$ cat src/hdl/vswcfg_pkg.sv
package vswcfg_pkg;

	// Register offsets
	localparam logic [7:0] HIGH_SPEED_MODES_OFS       = 8'h00;
	localparam logic [7:0] AUXILIARY_MODES_OFS        = 8'h01;
	localparam logic [7:0] RECEIVER_SETTINGS_OFS      = 8'h10;
	localparam logic [7:0] TERMINATION_PULSE_LOW_OFS  = 8'h11;
	localparam logic [7:0] TERMINATION_PULSE_HIGH_OFS = 8'h12;
	localparam logic [7:0] EQUALIZER_LOW_OFS          = 8'h13;
	localparam logic [7:0] EQUALIZER_HIGH_OFS         = 8'h14;
	localparam logic [7:0] TRANSMITTER_SETTINGS_OFS   = 8'h20;

	// Reset values
	localparam logic [7:0] HIGH_SPEED_MODES_RST       = 8'h40;
	localparam logic [7:0] AUXILIARY_MODES_RST        = 8'h40;
	localparam logic [7:0] RECEIVER_SETTINGS_RST      = 8'h01;
	localparam logic [7:0] TERMINATION_PULSE_RST      = 8'h00;
	localparam logic [7:0] EQUALIZER_RST              = 8'h00;
	localparam logic [7:0] TRANSMITTER_SETTINGS_RST   = 8'h03;

	// Field positions
	localparam int ENABLE_BIT      = 6;
	localparam int SOURCE_LSB      = 0;
	localparam int TERM_ON_BIT     = 0;
	localparam int EMPHASIS_LSB    = 2;
	localparam int OUT_TERM_BIT    = 1;
	localparam int OUT_CURRENT_BIT = 0;

	// Writable bits per register; all others read zero
	localparam logic [7:0] MODES_MASK    = 8'h43;
	localparam logic [7:0] RECEIVER_MASK = 8'h01;
	localparam logic [7:0] TX_MASK       = 8'h0F;

	// Fixed upper part of the seven-bit slave address
	localparam logic [3:0] SLAVE_ID_HIGH = 4'h9;

	// Timing
	localparam longint CLK_HZ            = 125000000;
	localparam longint TERM_PULSE_MS     = 100;
	localparam int     TERM_PULSE_CYCLES = int'((TERM_PULSE_MS * CLK_HZ) / 1000);

	typedef enum logic [2:0] {
		VSW_IDLE  = 3'b000,
		VSW_SHIFT = 3'b001,
		VSW_ACK   = 3'b011,
		VSW_SEND  = 3'b010,
		VSW_MACK  = 3'b110
	} vsw_state_t;

endpackage : vswcfg_pkg

$ cat src/hdl/vswcfg_regs.sv
`timescale 1ns/1ns

// Summary of operation
// - All config registers read/write over serial bus
// - Slave address low bits from strap pins
// - First serial access locks out parallel pins
// - Enable bit 0 standby, 1 channels on
// - Two-bit field selects fast source A-D
// - Auxiliary enable bit switches auxiliary path
// - Register 0x14 holds C/D equalizer bits
// - Two-bit field selects auxiliary source A-D
// - Pulse bit opens termination 100 ms on switch
// - Equalizer bit 0 low, 1 high level
// - Two-bit field sets output emphasis level
module vswcfg_regs
	import vswcfg_pkg::*;
#(
	parameter int TERM_PULSE_LEN = TERM_PULSE_CYCLES
) (
	input  wire logic        i_clk,
	input  wire logic        i_rst,
	input  wire logic        i_scl,
	input  wire logic        i_sda,
	output logic             o_sda_out,
	output logic             o_sda_oe,
	input  wire logic        i_slave_id_strap2,
	input  wire logic        i_slave_id_strap1,
	input  wire logic        i_slave_id_strap0,
	input  wire logic        i_par_fast_on,
	input  wire logic [1:0]  i_par_source_sel,
	input  wire logic        i_par_equalize,
	input  wire logic [1:0]  i_par_emphasis,
	input  wire logic        i_par_out_term,
	input  wire logic        i_par_out_current,
	output logic             o_serial_mode,
	output logic             o_fast_path_on,
	output logic [1:0]       o_fast_source_sel,
	output logic             o_side_path_on,
	output logic [1:0]       o_side_source_sel,
	output logic             o_input_term_on,
	output logic [15:0]      o_term_open_mask,
	output logic [15:0]      o_equalize_level_mask,
	output logic [1:0]       o_out_emphasis_level,
	output logic             o_out_term_on,
	output logic             o_out_current_level
);

	localparam int NPIN = 13;

	logic [NPIN-1:0] pin_s1_q, pin_s2_q, pin_s3_q, pin_f_q;
	logic [NPIN-1:0] pin_raw;
	logic            scl_f, sda_f, scl_prev_q, sda_prev_q;
	logic            scl_rise, scl_fall, bus_start, bus_stop;
	logic [6:0]      slave_id;

	vsw_state_t      state_q;
	logic [3:0]      bit_cnt_q;
	logic [1:0]      byte_idx_q;
	logic [7:0]      shift_q;
	logic [7:0]      reg_ptr_q;
	logic            read_q;
	logic            nack_q;
	logic            serial_q;
	logic            wr_stb;
	logic [7:0]      rd_byte;

	logic [7:0]      hs_modes_q, aux_modes_q, rx_set_q, tx_set_q;
	logic [15:0]     pulse_mask_q, eq_mask_q;

	logic [1:0]      eff_source, prev_source_q;
	logic [31:0]     pulse_cnt_q;

	function automatic logic [7:0] reg_read(input logic [7:0] ofs, input logic [7:0] hs, input logic [7:0] aux,
		input logic [7:0] rx, input logic [15:0] pt, input logic [15:0] eq, input logic [7:0] tx);
		logic [7:0] v;
		v = 8'h00;
		case (ofs)
			HIGH_SPEED_MODES_OFS:       v = hs;
			AUXILIARY_MODES_OFS:        v = aux;
			RECEIVER_SETTINGS_OFS:      v = rx;
			TERMINATION_PULSE_LOW_OFS:  v = pt[7:0];
			TERMINATION_PULSE_HIGH_OFS: v = pt[15:8];
			EQUALIZER_LOW_OFS:          v = eq[7:0];
			EQUALIZER_HIGH_OFS:         v = eq[15:8];
			TRANSMITTER_SETTINGS_OFS:   v = tx;
			default:                    v = 8'h00;
		endcase
		return v;
	endfunction : reg_read

	// Pin filtering: a change counts once stages two and three agree
	assign pin_raw = {i_par_fast_on, i_par_source_sel, i_par_equalize, i_par_emphasis, i_par_out_term,
		i_par_out_current, i_slave_id_strap2, i_slave_id_strap1, i_slave_id_strap0, i_sda, i_scl};

	always_ff @(posedge i_clk) begin
		if (i_rst) begin
			// Preset to idle-high so release never shows a false bus edge
			pin_s1_q <= 13'h1FFF;
			pin_s2_q <= 13'h1FFF;
			pin_s3_q <= 13'h1FFF;
			pin_f_q  <= 13'h1FFF;
		end else begin
			pin_s1_q <= pin_raw;
			pin_s2_q <= pin_s1_q;
			pin_s3_q <= pin_s2_q;
			pin_f_q  <= (pin_s2_q & ~(pin_s2_q ^ pin_s3_q)) | (pin_f_q & (pin_s2_q ^ pin_s3_q));
		end
	end

	assign scl_f    = pin_f_q[0];
	assign sda_f    = pin_f_q[1];
	assign slave_id = {SLAVE_ID_HIGH, pin_f_q[4:2]};

	always_ff @(posedge i_clk) begin
		if (i_rst) begin
			scl_prev_q <= 1'b1;
			sda_prev_q <= 1'b1;
		end else begin
			scl_prev_q <= scl_f;
			sda_prev_q <= sda_f;
		end
	end

	assign scl_rise  = scl_f & ~scl_prev_q;
	assign scl_fall  = ~scl_f & scl_prev_q;
	assign bus_start = scl_f & scl_prev_q & sda_prev_q & ~sda_f;
	assign bus_stop  = scl_f & scl_prev_q & ~sda_prev_q & sda_f;

	// Data byte completes on the falling edge after its eighth bit
	assign wr_stb = (state_q == VSW_SHIFT) && scl_fall && (bit_cnt_q == 4'd8) && (byte_idx_q == 2'd2);

	assign rd_byte = reg_read(reg_ptr_q, hs_modes_q, aux_modes_q, rx_set_q, pulse_mask_q, eq_mask_q, tx_set_q);

	// Serial slave; no auto-increment, pointer stays on its register
	always_ff @(posedge i_clk) begin
		if (i_rst) begin
			state_q    <= VSW_IDLE;
			bit_cnt_q  <= 4'd0;
			byte_idx_q <= 2'd0;
			shift_q    <= 8'h00;
			reg_ptr_q  <= 8'h00;
			read_q     <= 1'b0;
			nack_q     <= 1'b0;
			o_sda_oe   <= 1'b0;
		end else if (bus_start) begin
			state_q    <= VSW_SHIFT;
			bit_cnt_q  <= 4'd0;
			byte_idx_q <= 2'd0;
			o_sda_oe   <= 1'b0;
		end else if (bus_stop) begin
			state_q  <= VSW_IDLE;
			o_sda_oe <= 1'b0;
		end else begin
			case (state_q)
				VSW_SHIFT: begin
					if (scl_rise && bit_cnt_q != 4'd8) begin
						shift_q   <= {shift_q[6:0], sda_f};
						bit_cnt_q <= bit_cnt_q + 4'd1;
					end else if (scl_fall && bit_cnt_q == 4'd8) begin
						if (byte_idx_q == 2'd0 && shift_q[7:1] != slave_id) begin
							state_q <= VSW_IDLE;
						end else begin
							state_q  <= VSW_ACK;
							o_sda_oe <= 1'b1;
							if (byte_idx_q == 2'd0) begin
								read_q <= shift_q[0];
							end
							if (byte_idx_q == 2'd1) begin
								reg_ptr_q <= shift_q;
							end
						end
					end
				end
				VSW_ACK: begin
					if (scl_fall) begin
						if (byte_idx_q == 2'd0 && read_q) begin
							state_q   <= VSW_SEND;
							shift_q   <= rd_byte;
							o_sda_oe  <= ~rd_byte[7];
							bit_cnt_q <= 4'd0;
						end else begin
							state_q    <= VSW_SHIFT;
							o_sda_oe   <= 1'b0;
							bit_cnt_q  <= 4'd0;
							byte_idx_q <= (byte_idx_q == 2'd2) ? 2'd2 : byte_idx_q + 2'd1;
						end
					end
				end
				VSW_SEND: begin
					if (scl_fall) begin
						if (bit_cnt_q == 4'd7) begin
							state_q  <= VSW_MACK;
							o_sda_oe <= 1'b0;
						end else begin
							shift_q   <= {shift_q[6:0], 1'b0};
							o_sda_oe  <= ~shift_q[6];
							bit_cnt_q <= bit_cnt_q + 4'd1;
						end
					end
				end
				VSW_MACK: begin
					if (scl_rise) begin
						nack_q <= sda_f;
					end else if (scl_fall) begin
						if (nack_q) begin
							state_q <= VSW_IDLE;
						end else begin
							state_q   <= VSW_SEND;
							shift_q   <= rd_byte;
							o_sda_oe  <= ~rd_byte[7];
							bit_cnt_q <= 4'd0;
						end
					end
				end
				default: begin
					o_sda_oe <= 1'b0;
				end
			endcase
		end
	end

	// Open drain: only ever pulls low
	always_ff @(posedge i_clk) begin
		o_sda_out <= 1'b0;
	end

	// Any access that names this device counts as serial use
	always_ff @(posedge i_clk) begin
		if (i_rst) begin
			serial_q <= 1'b0;
		end else if (state_q == VSW_SHIFT && scl_fall && bit_cnt_q == 4'd8 && byte_idx_q == 2'd0
			&& shift_q[7:1] == slave_id) begin
			serial_q <= 1'b1;
		end
	end

	// Register writes, masked to defined bits
	always_ff @(posedge i_clk) begin
		if (i_rst) begin
			hs_modes_q   <= HIGH_SPEED_MODES_RST;
			aux_modes_q  <= AUXILIARY_MODES_RST;
			rx_set_q     <= RECEIVER_SETTINGS_RST;
			pulse_mask_q <= {TERMINATION_PULSE_RST, TERMINATION_PULSE_RST};
			eq_mask_q    <= {EQUALIZER_RST, EQUALIZER_RST};
			tx_set_q     <= TRANSMITTER_SETTINGS_RST;
		end else if (wr_stb) begin
			case (reg_ptr_q)
				HIGH_SPEED_MODES_OFS:       hs_modes_q <= shift_q & MODES_MASK;
				AUXILIARY_MODES_OFS:        aux_modes_q <= shift_q & MODES_MASK;
				RECEIVER_SETTINGS_OFS:      rx_set_q <= shift_q & RECEIVER_MASK;
				TERMINATION_PULSE_LOW_OFS:  pulse_mask_q[7:0] <= shift_q;
				TERMINATION_PULSE_HIGH_OFS: pulse_mask_q[15:8] <= shift_q;
				EQUALIZER_LOW_OFS:          eq_mask_q[7:0] <= shift_q;
				EQUALIZER_HIGH_OFS:         eq_mask_q[15:8] <= shift_q;
				TRANSMITTER_SETTINGS_OFS:   tx_set_q <= shift_q & TX_MASK;
				default: ;
			endcase
		end
	end

	assign eff_source = serial_q ? hs_modes_q[SOURCE_LSB +: 2] : pin_f_q[11:10];

	// Termination pulse restarts on every change of the routed source
	always_ff @(posedge i_clk) begin
		if (i_rst) begin
			prev_source_q <= 2'b00;
			pulse_cnt_q   <= 32'd0;
		end else begin
			prev_source_q <= eff_source;
			if (eff_source != prev_source_q) begin
				pulse_cnt_q <= 32'(TERM_PULSE_LEN);
			end else if (pulse_cnt_q != 32'd0) begin
				pulse_cnt_q <= pulse_cnt_q - 32'd1;
			end
		end
	end

	// Effective settings: serial bank once locked, parallel pins before, with aux path and input termination then forced on
	always_ff @(posedge i_clk) begin
		if (i_rst) begin
			o_serial_mode         <= 1'b0;
			o_fast_path_on        <= 1'b0;
			o_fast_source_sel     <= 2'b00;
			o_side_path_on        <= 1'b0;
			o_side_source_sel     <= 2'b00;
			o_input_term_on       <= 1'b0;
			o_term_open_mask      <= 16'h0000;
			o_equalize_level_mask <= 16'h0000;
			o_out_emphasis_level  <= 2'b00;
			o_out_term_on         <= 1'b0;
			o_out_current_level   <= 1'b0;
		end else begin
			o_serial_mode     <= serial_q;
			o_fast_source_sel <= eff_source;
			o_term_open_mask  <= (pulse_cnt_q != 32'd0) ? pulse_mask_q : 16'h0000;
			if (serial_q) begin
				o_fast_path_on        <= hs_modes_q[ENABLE_BIT];
				o_side_path_on        <= aux_modes_q[ENABLE_BIT];
				o_side_source_sel     <= aux_modes_q[SOURCE_LSB +: 2];
				o_input_term_on       <= rx_set_q[TERM_ON_BIT];
				o_equalize_level_mask <= eq_mask_q;
				o_out_emphasis_level  <= tx_set_q[EMPHASIS_LSB +: 2];
				o_out_term_on         <= tx_set_q[OUT_TERM_BIT];
				o_out_current_level   <= tx_set_q[OUT_CURRENT_BIT];
			end else begin
				o_fast_path_on        <= pin_f_q[12];
				o_side_path_on        <= 1'b1;
				o_side_source_sel     <= pin_f_q[11:10];
				o_input_term_on       <= 1'b1;
				o_equalize_level_mask <= {16{pin_f_q[9]}};
				o_out_emphasis_level  <= pin_f_q[8:7];
				o_out_term_on         <= pin_f_q[6];
				o_out_current_level   <= pin_f_q[5];
			end
		end
	end

endmodule : vswcfg_regs

$ cat config.mk
export PLATFORM = sky130hd
export DESIGN_NAME = vswcfg_regs
export DESIGN_NICKNAME = d
export VERILOG_FILES = /design/src/hdl/vswcfg_pkg.sv /design/src/hdl/vswcfg_regs.sv
export SDC_FILE = /design/constraint.sdc
export NUM_CORES = 1
export LEC_CHECK = 0
export BUFFER_PORTS_ARGS = -buffer_cell sky130_fd_sc_hd__buf_2
export CAP_MARGIN = 40
export CORE_MARGIN = 1.5
export CORE_UTILIZATION = 45
export CTS_BUF_LIST = sky130_fd_sc_hd__clkbuf_16
export DETAILED_ROUTE_END_ITERATION = 7
export PLACE_DENSITY = 0.75
export RECOVER_POWER = 25
export SLEW_MARGIN = 20
export SYNTH_ARGS = -nofsm -noshare
export SYNTH_HDL_FRONTEND = slang
export SYNTH_SLANG_ARGS = --single-unit
$ cat constraint.sdc
create_clock -name i_clk -period 3.05 [get_ports i_clk]
set_clock_uncertainty 0.1 [all_clocks]
set_input_delay 0.1525 -clock i_clk [delete_from_list [all_inputs] [get_ports i_clk]]
set_output_delay 0.1525 -clock i_clk [all_outputs]
set_load 0.05 [all_outputs]
# Word-level counts from Yosys, hierarchy flattened

Cells that the tools add are included.

Flip-flop bits (word level): 202
Input bits: 15

Reduce and logical (&&, ||, !) cells: 36
Add/subtract/negate cells: 3
Bitwise gates (word level): 24
Multiplexer cells: 54
Equality and inequality tests: 38

Operator list:

| kind                                                                  | count |
|---|---|
| 8-bit 2-to-1 mux                                                      | 8 |
| 8-bit one-hot mux with 8 select lines                                 | 1 |
| 24-bit 2-to-1 mux                                                     | 2 |
| 8-bit by 5-bit equality test with 1-bit output, second input constant | 5 |
| 4-bit inequality test, second input constant                          | 8 |
| 8-bit one-hot mux with 4 select lines                                 | 1 |
| 32-bit nonzero test                                                   | 1 |
| 32-bit by 1-bit subtractor with 32-bit output, second input constant  | 1 |
| 4-bit 2-to-1 mux                                                      | 7 |
| 13-bit bitwise AND                                                    | 2 |
| 2-bit inequality test, second input constant                          | 12 |
| 8-bit AND reduction                                                   | 3 |
| 3-bit 2-to-1 mux                                                      | 7 |
| 1-bit 2-to-1 mux                                                      | 17 |
| 16-bit 2-to-1 mux                                                     | 1 |
| 4-bit one-hot mux with 4 select lines                                 | 1 |
| 2-bit AND reduction                                                   | 8 |
| 2-bit 2-to-1 mux                                                      | 7 |
| 7-bit AND reduction                                                   | 2 |
| 13-bit NOT                                                            | 1 |
| 13-bit bitwise OR                                                     | 1 |
| 13-bit XOR                                                            | 1 |
| 1-bit NOT                                                             | 12 |
| 3-bit one-hot mux with 4 select lines                                 | 1 |
| other kinds (27)                                                      | 45 |

# Depth between registers and ports, before layout

Gate-level depths: netlist of the first run.

Depth in word-level cells: 8
Depth in mapped cells: 8
Gate-level depth less buffers: 7

# Worst setup path before layout of the first run

Ideal clock, no wire load.

Kind: register -> register
Start: register reg_ptr_q[4]
End: register eq_mask_q[1]
Setup slack: 0.614 ns
Cell stages (with the launch flop): 8
Buffers on the path: 2
Setup time: 0.128 ns
Data arrival time: 2.208 ns
Period minus slack after synthesis: 2.436 ns
Cells stage by stage: dfxtp_1 > or4b_1 > buf_2 > or4b_1 > buf_4 > nor3_4 > mux2i_1 > nor2_1

Word-level cells in the longest chain between the ends: 2

Ends and longest elaborated chain:

| what                                           | RTL line           | RTL |
|---|---|---|
| start: declaration                             | vswcfg_regs.sv:60  | `logic [7:0] reg_ptr_q;` |
| start signal: assignment                       | vswcfg_regs.sv:169 | `reg_ptr_q <= shift_q;` |
| 8-bit by 5-bit equality test with 1-bit output | vswcfg_regs.sv:247 | `case (reg_ptr_q)` |
| 2-bit AND reduction (no source line)           | -                  |  |
| end signal: assignment                         | vswcfg_regs.sv:244 | `eq_mask_q <= {EQUALIZER_RST, EQUALIZER_RST};` |
| end signal: assignment                         | vswcfg_regs.sv:253 | `EQUALIZER_LOW_OFS: eq_mask_q[7:0] <= shift_q;` |
| end: declaration                               | vswcfg_regs.sv:68  | `logic [15:0] pulse_mask_q, eq_mask_q;` |

No other way between the ends.
A chain may end at the register's enable or synchronous reset.

# Worst setup path in the final report of the first run

Start: register reg_ptr_q[5]
End: register pulse_mask_q[10]

Word-level cells in the longest chain between the ends: 2

Ends and longest elaborated chain:

| what                                           | RTL line           | RTL |
|---|---|---|
| 8-bit by 5-bit equality test with 1-bit output | vswcfg_regs.sv:247 |  |
| 2-bit AND reduction (no source line)           | -                  |  |
| end signal: assignment                         | vswcfg_regs.sv:243 | `pulse_mask_q <= {TERMINATION_PULSE_RST, TERMINATION_PULSE_RST};` |
| end signal: assignment                         | vswcfg_regs.sv:252 | `TERMINATION_PULSE_HIGH_OFS: pulse_mask_q[15:8] <= shift_q;` |
| end: declaration                               | vswcfg_regs.sv:68  |  |

No other way between the ends.

==> results of run 1 <==
-- cells in the mapped netlist (2+ instances only) --
cell / n / area share (%)
dfxtp_1: 202 / 49
nor2_1: 96 / 4.4
mux2i_1: 64 / 7.8
nand2_1: 56 / 2.6
a21oi_1: 53 / 3.2
clkbuf_1: 49 / 2.2
or2_2: 44 / 3.3
o21ai_0: 26 / 1.6
or3_1: 20 / 1.5
or4_1: 19 / 1.7
a21o_1: 17 / 1.6
and3_1: 17 / 1.3
inv_1: 15 / 0.68
nand3_1: 15 / 0.91
nor3_1: 11 / 0.67
o31ai_1: 11 / 1.0
a311oi_1: 9 / 0.96
nand4_1: 9 / 0.68
nor4_1: 9 / 0.68
o21ai_1: 9 / 0.55
a22oi_1: 8 / 0.73
a31oi_1: 8 / 0.61
ha_1: 8 / 1.2
nor2b_1: 8 / 0.61
xor2_1: 8 / 0.85
nand2b_1: 7 / 0.53
nand3b_1: 6 / 0.55
nor3_2: 6 / 0.73
o22ai_1: 5 / 0.38
xnor2_1: 5 / 0.53
and2_1: 4 / 0.30
nor3b_1: 4 / 0.36
o21a_1: 4 / 0.36
a211oi_1: 3 / 0.27
o2111ai_1: 3 / 0.32
o211ai_1: 3 / 0.27
o311ai_1: 3 / 0.32
or4b_1: 3 / 0.36
and3b_1: 2 / 0.21
and4_1: 2 / 0.21
buf_4: 2 / 0.18
nand4b_1: 2 / 0.21
o221ai_1: 2 / 0.21
o2bb2ai_1: 2 / 0.21
o41ai_1: 2 / 0.21
-- cell families after synthesis --
kind of cell / count (synthesis) / synth area share (%)
multiplexers: 65 / 7.920
adder cells (fa/ha/maj): 8 / 1.216
AO/OA/AOI/OAI: 179 / 14.14
buffers and inverters: 68 / 3.208
other: 1 / 0.04556
XOR/XNOR: 13 / 1.383
AND/OR/NAND/NOR: 348 / 22.96
flip-flops: 202 / 49.13
-- power by group through the flow --
stage	sequential, mW	combinational [mW]	clock (mW)
after floorplan	2.85	0.157	0
after global placement	2.78	0.288	0
after detailed placement	2.79	0.293	0
after CTS	2.73	0.307	2.61
after global routing	2.73	0.334	2.72
final	2.73	0.308	2.56
-- metrics by stage --
stage	instance area [µm²]	power (mW)	hold WS [ns]
after global routing	9624	5.786	0.2701
after detailed placement	8798	3.079	0.2360
after floorplan	8230	3.007	0.1563
final	9624	5.594	0.2734
after CTS	9634	5.641	0.04571
after global placement	8798	3.072	0.2344
-- flip-flops by register name (all words and copies together), names as in the netlist, 2 cells and up, named ones only --
register / cells
o_side_source_sel: 2
pulse_cnt_q: 32
o_equalize_level_mask: 16
o_out_emphasis_level: 2
bit_cnt_q: 4
shift_q: 8
eq_mask_q: 16
tx_set_q: 4
pin_s2_q: 13
pin_s3_q: 13
o_fast_source_sel: 2
reg_ptr_q: 8
hs_modes_q: 3
byte_idx_q: 2
o_term_open_mask: 16
aux_modes_q: 3
pulse_mask_q: 16
state_q: 3
pin_s1_q: 13
-- routing by layer --
layer | up-vias | track usage [%] | part of all wire, %
li1 | 3286 | - | -
met1 | 3083 | 25.41 | 46
met2 | 191 | 29.64 | 46
met3 | 41 | 3.117 | 5.8
met4 | 0 | 6.704 | 2.9
met5 | - | 0 | 0
-- final timing paths --
kind | end | slack, ns
max | pulse_mask_q[10] | 0.23
min | pin_s1_q[8] | 0.27
max reg2reg | pulse_mask_q[10] | 0.23
min reg2reg | pin_s2_q[6] | 0.30
-- area by class of cell --
class | count | area share (%)
Clock buffer | 23 | 5.980
Tap cell | 229 | 2.977
Sequential cell | 202 | 42.02
Inverter | 15 | 0.5850
Timing Repair Buffer | 96 | 6.214
Clock inverter | 16 | 1.352
Multi-Input combinational cell | 614 | 40.87
-- critical path, stage by stage (launching register included) --
cell     delay (ns)
dfxtp_1        0.41
or4b_1         0.68
or4b_1         0.75
or3_1          0.54
nand2_1        0.12
a21oi_1        0.07
==> run summary, run 1 <==
CTS root buf: clkbuf_16
max cap viols: 1
leakage power: 3.668 nW
Primary FF master, synth: dfxtp_1
switching portion of total power: 22.49%
violated checks: max-capacitance violations, max-slew violations
share of layout cells above drive strength 1: 17.70%
CP startpoint kind: register
# rows: 49
final hold vios: 0
Comb power frac: 5.5%
RSZ-0062 raised after global routing: no
commonest non-fill, non-tap cell in the layout: dfxtp_1
Worst setup startpoint: reg_ptr_q[5]
Placer Congestion: 0.9051
Post-Route WL: 18420 µm
CP Max Fanout: 12
DRT Pass-1 Iters: 5
DRC: 0
post-route setup slack: 0.2321 ns
DP Cell Count: 1143
number of synthesized register bits: 202
clk sinks: 202
Synth cell types: 68
FF+latch area: 4044 µm²
sequential share of the synthesized area: 49.13%
clock network power share: 45.7%
CTS buffer count: 22
via count: 6601
drt via density: 5.524
Global Route Usage Sum: 18.56%
CTS clk-pin slew, worst paths: 0.06 ns
Final Setup Violations: 0
Post-Layout Cell Count: 1195
Slew HR: -64.09%
CTS tree: yes
maximum clock rate: 354.9 MHz
RR Startpoint: reg_ptr_q[5]
Avg WL per Cell: 15.42 µm
first-pass GRT wire length: 29760 µm
Worst Path Arrival: 3.07 ns
Net Count, Synth: 907
core area: 17960 µm²
Final min period: 2.818 ns
CTS Hold Bufs: 13
Port Buffers: 59
sequential share of power: 48.8%
Final nets: 974
critical path class: register to register
HPWL after DPL: 12290 µm
post-synthesis average cell area: 9.310 µm²
Synth Cell Area: 8230 µm²
# fillers: 1619
Initial Util: 45.82%
area delta synth->final: 16.94%
YS warnings: 0
Cells after Synth: 884
R2R cell count: 5
Int Pwr: 4.336 mW
Hold Crit Class: input pin to register
DRT antenna net count: 0
peak supply drop: 0.0004924 V
hold_sp: i_par_emphasis[1]
Worst Path Required: 3.31 ns
status: finished, violations left
DR iter-0 viols: 429
Slew @ Worst Pin: 2.461 ns
worst-skew pair later-pin latency: 0.50 ns
Final Slew Violations: 72
antenna violations before repair: 0
most frequent cells in the layout: 202 x dfxtp_1, 96 x nor2_1, 64 x mux2i_1, 56 x nand2_1, 56 x buf_2
post_cts resized: 0
Die Ht: 138.2 µm
pwr dens: 581.2 nW/µm²
vias in the first global route: 6015
H-tree depth: 1
Setup TNS: 0 ns
die area: 19110 µm²
Die Wd: 138.2 µm
area of the multi-input gates: 3934 µm²
element type at the critical path end: register
setup bufs post-CTS: 0
depth of the worst hold-timing path: 3
largest net degree at the start of global routing: 72
final worst path period share: 92.39%
Net Switching: 1.258 mW
Final Core Density: 53.58%
DP Worst Slack: 0.2765 ns
asr flop ratio synth: 0%
Max Buffers Root-to-Sink: 3
Post-synth EDFFs: 0
IO Count: 61
Remaining Overflow, GRT: 0
Antenna Cells: 0
Power figures use the tool's default switching activity.
==> inputs of run 2 (changes only) <==
--- a/config.mk
+++ b/config.mk
@@ -7,11 +7,11 @@
 export LEC_CHECK = 0
 export BUFFER_PORTS_ARGS = -buffer_cell sky130_fd_sc_hd__buf_2
 export CAP_MARGIN = 40
+export CORE_ASPECT_RATIO = 0.6
 export CORE_MARGIN = 1.5
 export CORE_UTILIZATION = 45
 export CTS_BUF_LIST = sky130_fd_sc_hd__clkbuf_16
 export DETAILED_ROUTE_END_ITERATION = 7
-export PLACE_DENSITY = 0.75
 export RECOVER_POWER = 25
 export SLEW_MARGIN = 20
 export SYNTH_ARGS = -nofsm -noshare
==> run 2 against run 1 <==
The flow finishes with violations (design-rule violations, max-capacitance violations, max-slew violations). Cell count rose by 0.75%. Die area is 0.14% higher. Highest routed layer unchanged. Routed wire length grew 5.8%. Register-to-register slack got worse by 0.03 ns. Design area shrank 0.26%. Critical path depth unchanged. Combinational power about the same. Sequential share of layout area rose by 0.11 points. Sequential cell count is the same. Hold slack better by 0.015 ns. Power down 2.5%. First-iteration DRC count increased by 43%.
==> run summary, run 2 (same netlist as run 1, synthesis figures left out) <==
Critical Path, Cell by Cell: or4b_1 > or4b_1 > o221ai_1 > nand3_1 > a311oi_1 (was or4b_1 > or4b_1 > or3_1 > nand2_1 > a21oi_1)
slowest CP cell: or4b_1 (unchanged)
DRC: 2 (was 0)
max reg flops: 32 (unchanged)
Port Buffers: 59 (unchanged)
hold endpoint: pin_s1_q[6] (was pin_s1_q[8])
commonest non-fill, non-tap cell in the layout: dfxtp_1 (unchanged)
first-pass GRT wire length: 31710 µm (was 29760 µm)
Final Instance Area: 9599 µm² (was 9624 µm²)
FF+latch area: 4044 µm² (unchanged)
peak supply drop: 0.0003333 V (was 0.0004924 V)
CTS root buf: clkbuf_16 (unchanged)
final hold vios: 0 (unchanged)
Worst Path Required: 3.28 ns (was 3.31 ns)
Worst R2R Setup Slack: 0.20 ns (was 0.23 ns)
DR iter-0 viols: 615 (was 429)
# rows: 38 (was 49)
Critical Path Max Stage Delay: 0.75 ns (about the same)
Hold Crit Class: input pin to register (unchanged)
Setup TNS: 0 ns (unchanged)
most frequent cells in the layout: 202 x dfxtp_1, 96 x nor2_1, 64 x mux2i_1, 57 x buf_2, 56 x nand2_1 (was 202 x dfxtp_1, 96 x nor2_1, 64 x mux2i_1, 56 x nand2_1, 56 x buf_2)
DRT Pass-1 Iters: 8 (was 5)
HPWL after DPL: 13460 µm (was 12290 µm)
IO Count: 61 (unchanged)
maximum clock rate: 351.2 MHz (was 354.9 MHz)
# fillers: 1681 (was 1619)
max cap viols: 1 (unchanged)
Initial Util: 45.80% (was 45.82%)
violated checks: design-rule violations, max-capacitance violations, max-slew violations (was max-capacitance violations, max-slew violations)
CTS buffer count: 19 (was 22)
pwr dens: 568.3 nW/µm² (was 581.2 nW/µm²)
dpl cell area: 8855 µm² (was 8798 µm²)
Remaining Overflow, GRT: 0 (unchanged)
die area: 19140 µm² (was 19110 µm²)
Global Route Usage Sum: 20.85% (was 18.56%)
Max Buffers Root-to-Sink: 3 (unchanged)
element type at the critical path end: register (unchanged)
Slew HR: -3.896% (was -64.09%)
setup bufs post-CTS: 0 (unchanged)
H-tree depth: 1 (unchanged)
area of the multi-input gates: 3934 µm² (unchanged)
via count: 6567 (was 6601)
Antenna Cells: 0 (unchanged)
worst-skew pair later-pin latency: 0.48 ns (was 0.50 ns)
Final Slew Violations: 75 (was 72)
critical path class: register to register (unchanged)
largest net degree at the start of global routing: 75 (was 72)
hold_sp: i_par_out_term (was i_par_emphasis[1])
Largest delay share family, worst path: simple AND/OR/NAND/NOR gates (unchanged)
Die Wd: 177.6 µm (was 138.2 µm)
Worst Path Arrival: 3.07 ns (about the same)
depth of the worst hold-timing path: 3 (unchanged)
vias in the first global route: 5921 (was 6015)
CP startpoint kind: register (unchanged)
Placer Congestion: 0.8820 (was 0.9051)
Final Setup Violations: 0 (unchanged)
final worst path period share: 93.37% (was 92.39%)
Final min period: 2.848 ns (was 2.818 ns)
Slew @ Worst Pin: 1.558 ns (was 2.461 ns)
RSZ-0062 raised after global routing: no (unchanged)
share of layout cells above drive strength 1: 17.74% (was 17.70%)
CP Max Fanout: 11 (was 12)
Avg WL per Cell: 16.19 µm (was 15.42 µm)
Final nets: 977 (was 974)
core area: 17970 µm² (was 17960 µm²)
clk sinks: 202 (unchanged)
worst reg2reg path endpoint: shift_q[2] (was pulse_mask_q[10])
DRT antenna net count: 0 (unchanged)
status: finished, violations left (unchanged)
RR Startpoint: reg_ptr_q[4] (was reg_ptr_q[5])
Die Ht: 107.8 µm (was 138.2 µm)
Final Core Density: 53.41% (was 53.58%)
antenna violations before repair: 0 (unchanged)
drt via density: 5.454 (was 5.524)
R2R cell count: 5 (unchanged)
Post-Route WL: 19500 µm (was 18420 µm)
Design Power: 5.456 mW (was 5.594 mW)
leakage power: 3.668 nW (about the same)
most used cell, CP: or4b_1 (unchanged)
Worst Path Buf+Inv: 0 (unchanged)
CTS clk-pin slew, worst paths: 0.06 ns (about the same)
CTS tree: yes (unchanged)
area delta synth->final: 16.63% (was 16.94%)
most flop-heavy register: pulse_cnt_q (unchanged)
run 2: changes by cell type in the layout (fill, tap and decap cells not counted), sizes merged:
cell,previous run,this run
clkinvlp,2,0
clkbuf,27,25
clkinv,8,4
buf,79,83
bufinv,2,4
run 2: layer usage:
metal | up-vias | wire length [µm] | track usage, %
met5 | - | 0 | 0
met4 | 0 | 328 | 4.262
met3 | 22 | 1399 | 4.131
met2 | 234 | 7184 | 28.26
met1 | 3023 | 10580 | 33.21
li1 | 3288 | - | -
run 2: worst max path at each step:
| stage | startpoint | slack [ns] | endpoint | depth (start not counted) |
|---|---|---|---|---|
| after floorplan | reg_ptr_q[4] | 0.61 | eq_mask_q[1] | 7 |
| after global placement | reg_ptr_q[4] | 0.41 | pulse_mask_q[10] | 5 |
| after detailed placement | reg_ptr_q[4] | 0.33 | pulse_mask_q[12] | 5 |
| after CTS | reg_ptr_q[4] | 0.30 | shift_q[2] | 5 |
| after global routing | reg_ptr_q[4] | 0.10 | shift_q[2] | 5 |
| final | reg_ptr_q[4] | 0.20 | shift_q[2] | 5 |
run 2: cell type report:
class                           instances  share of cell area (%)
Clock inverter                         12                   1.590
Tap cell                              240                   3.128
Timing Repair Buffer                  102                   6.635
Sequential cell                       202                   42.13
Inverter                               15                  0.5865
Multi-Input combinational cell        614                   40.98
Clock buffer                           19                   4.953
run 2: through the flow:
| stage | hold slack, ns | std cells | setup slack, ns |
|---|---|---|---|
| after CTS | 0.1255 | 1204 | 0.2975 |
| after floorplan | 0.1563 | 884 | 0.6141 |
| final | 0.2887 | 1204 | 0.2023 |
| after global routing | 0.2854 | 1204 | 0.1019 |
| after detailed placement | 0.2370 | 1160 | 0.3326 |
| after global placement | 0.2354 | 1159 | 0.4136 |
run 2: repair_timing:
action	in CTS	in global routing
hold buffers	13	0
resized for setup	0	0
hold endpoints to repair	13	0
run 2: worst min-delay path, stage by stage:
cell and delay, ns:
dlygate4sd3_1 0.51, buf_2 0.09, or2_2 0.08
run 2: report_power, final:
group / total, mW / internal, mW / switching [mW]
registers: 2.73 / 2.70 / 0.0306
clock network: 2.42 / 1.46 / 0.955
logic: 0.310 / 0.106 / 0.204
total: 5.46 / 4.27 / 1.19
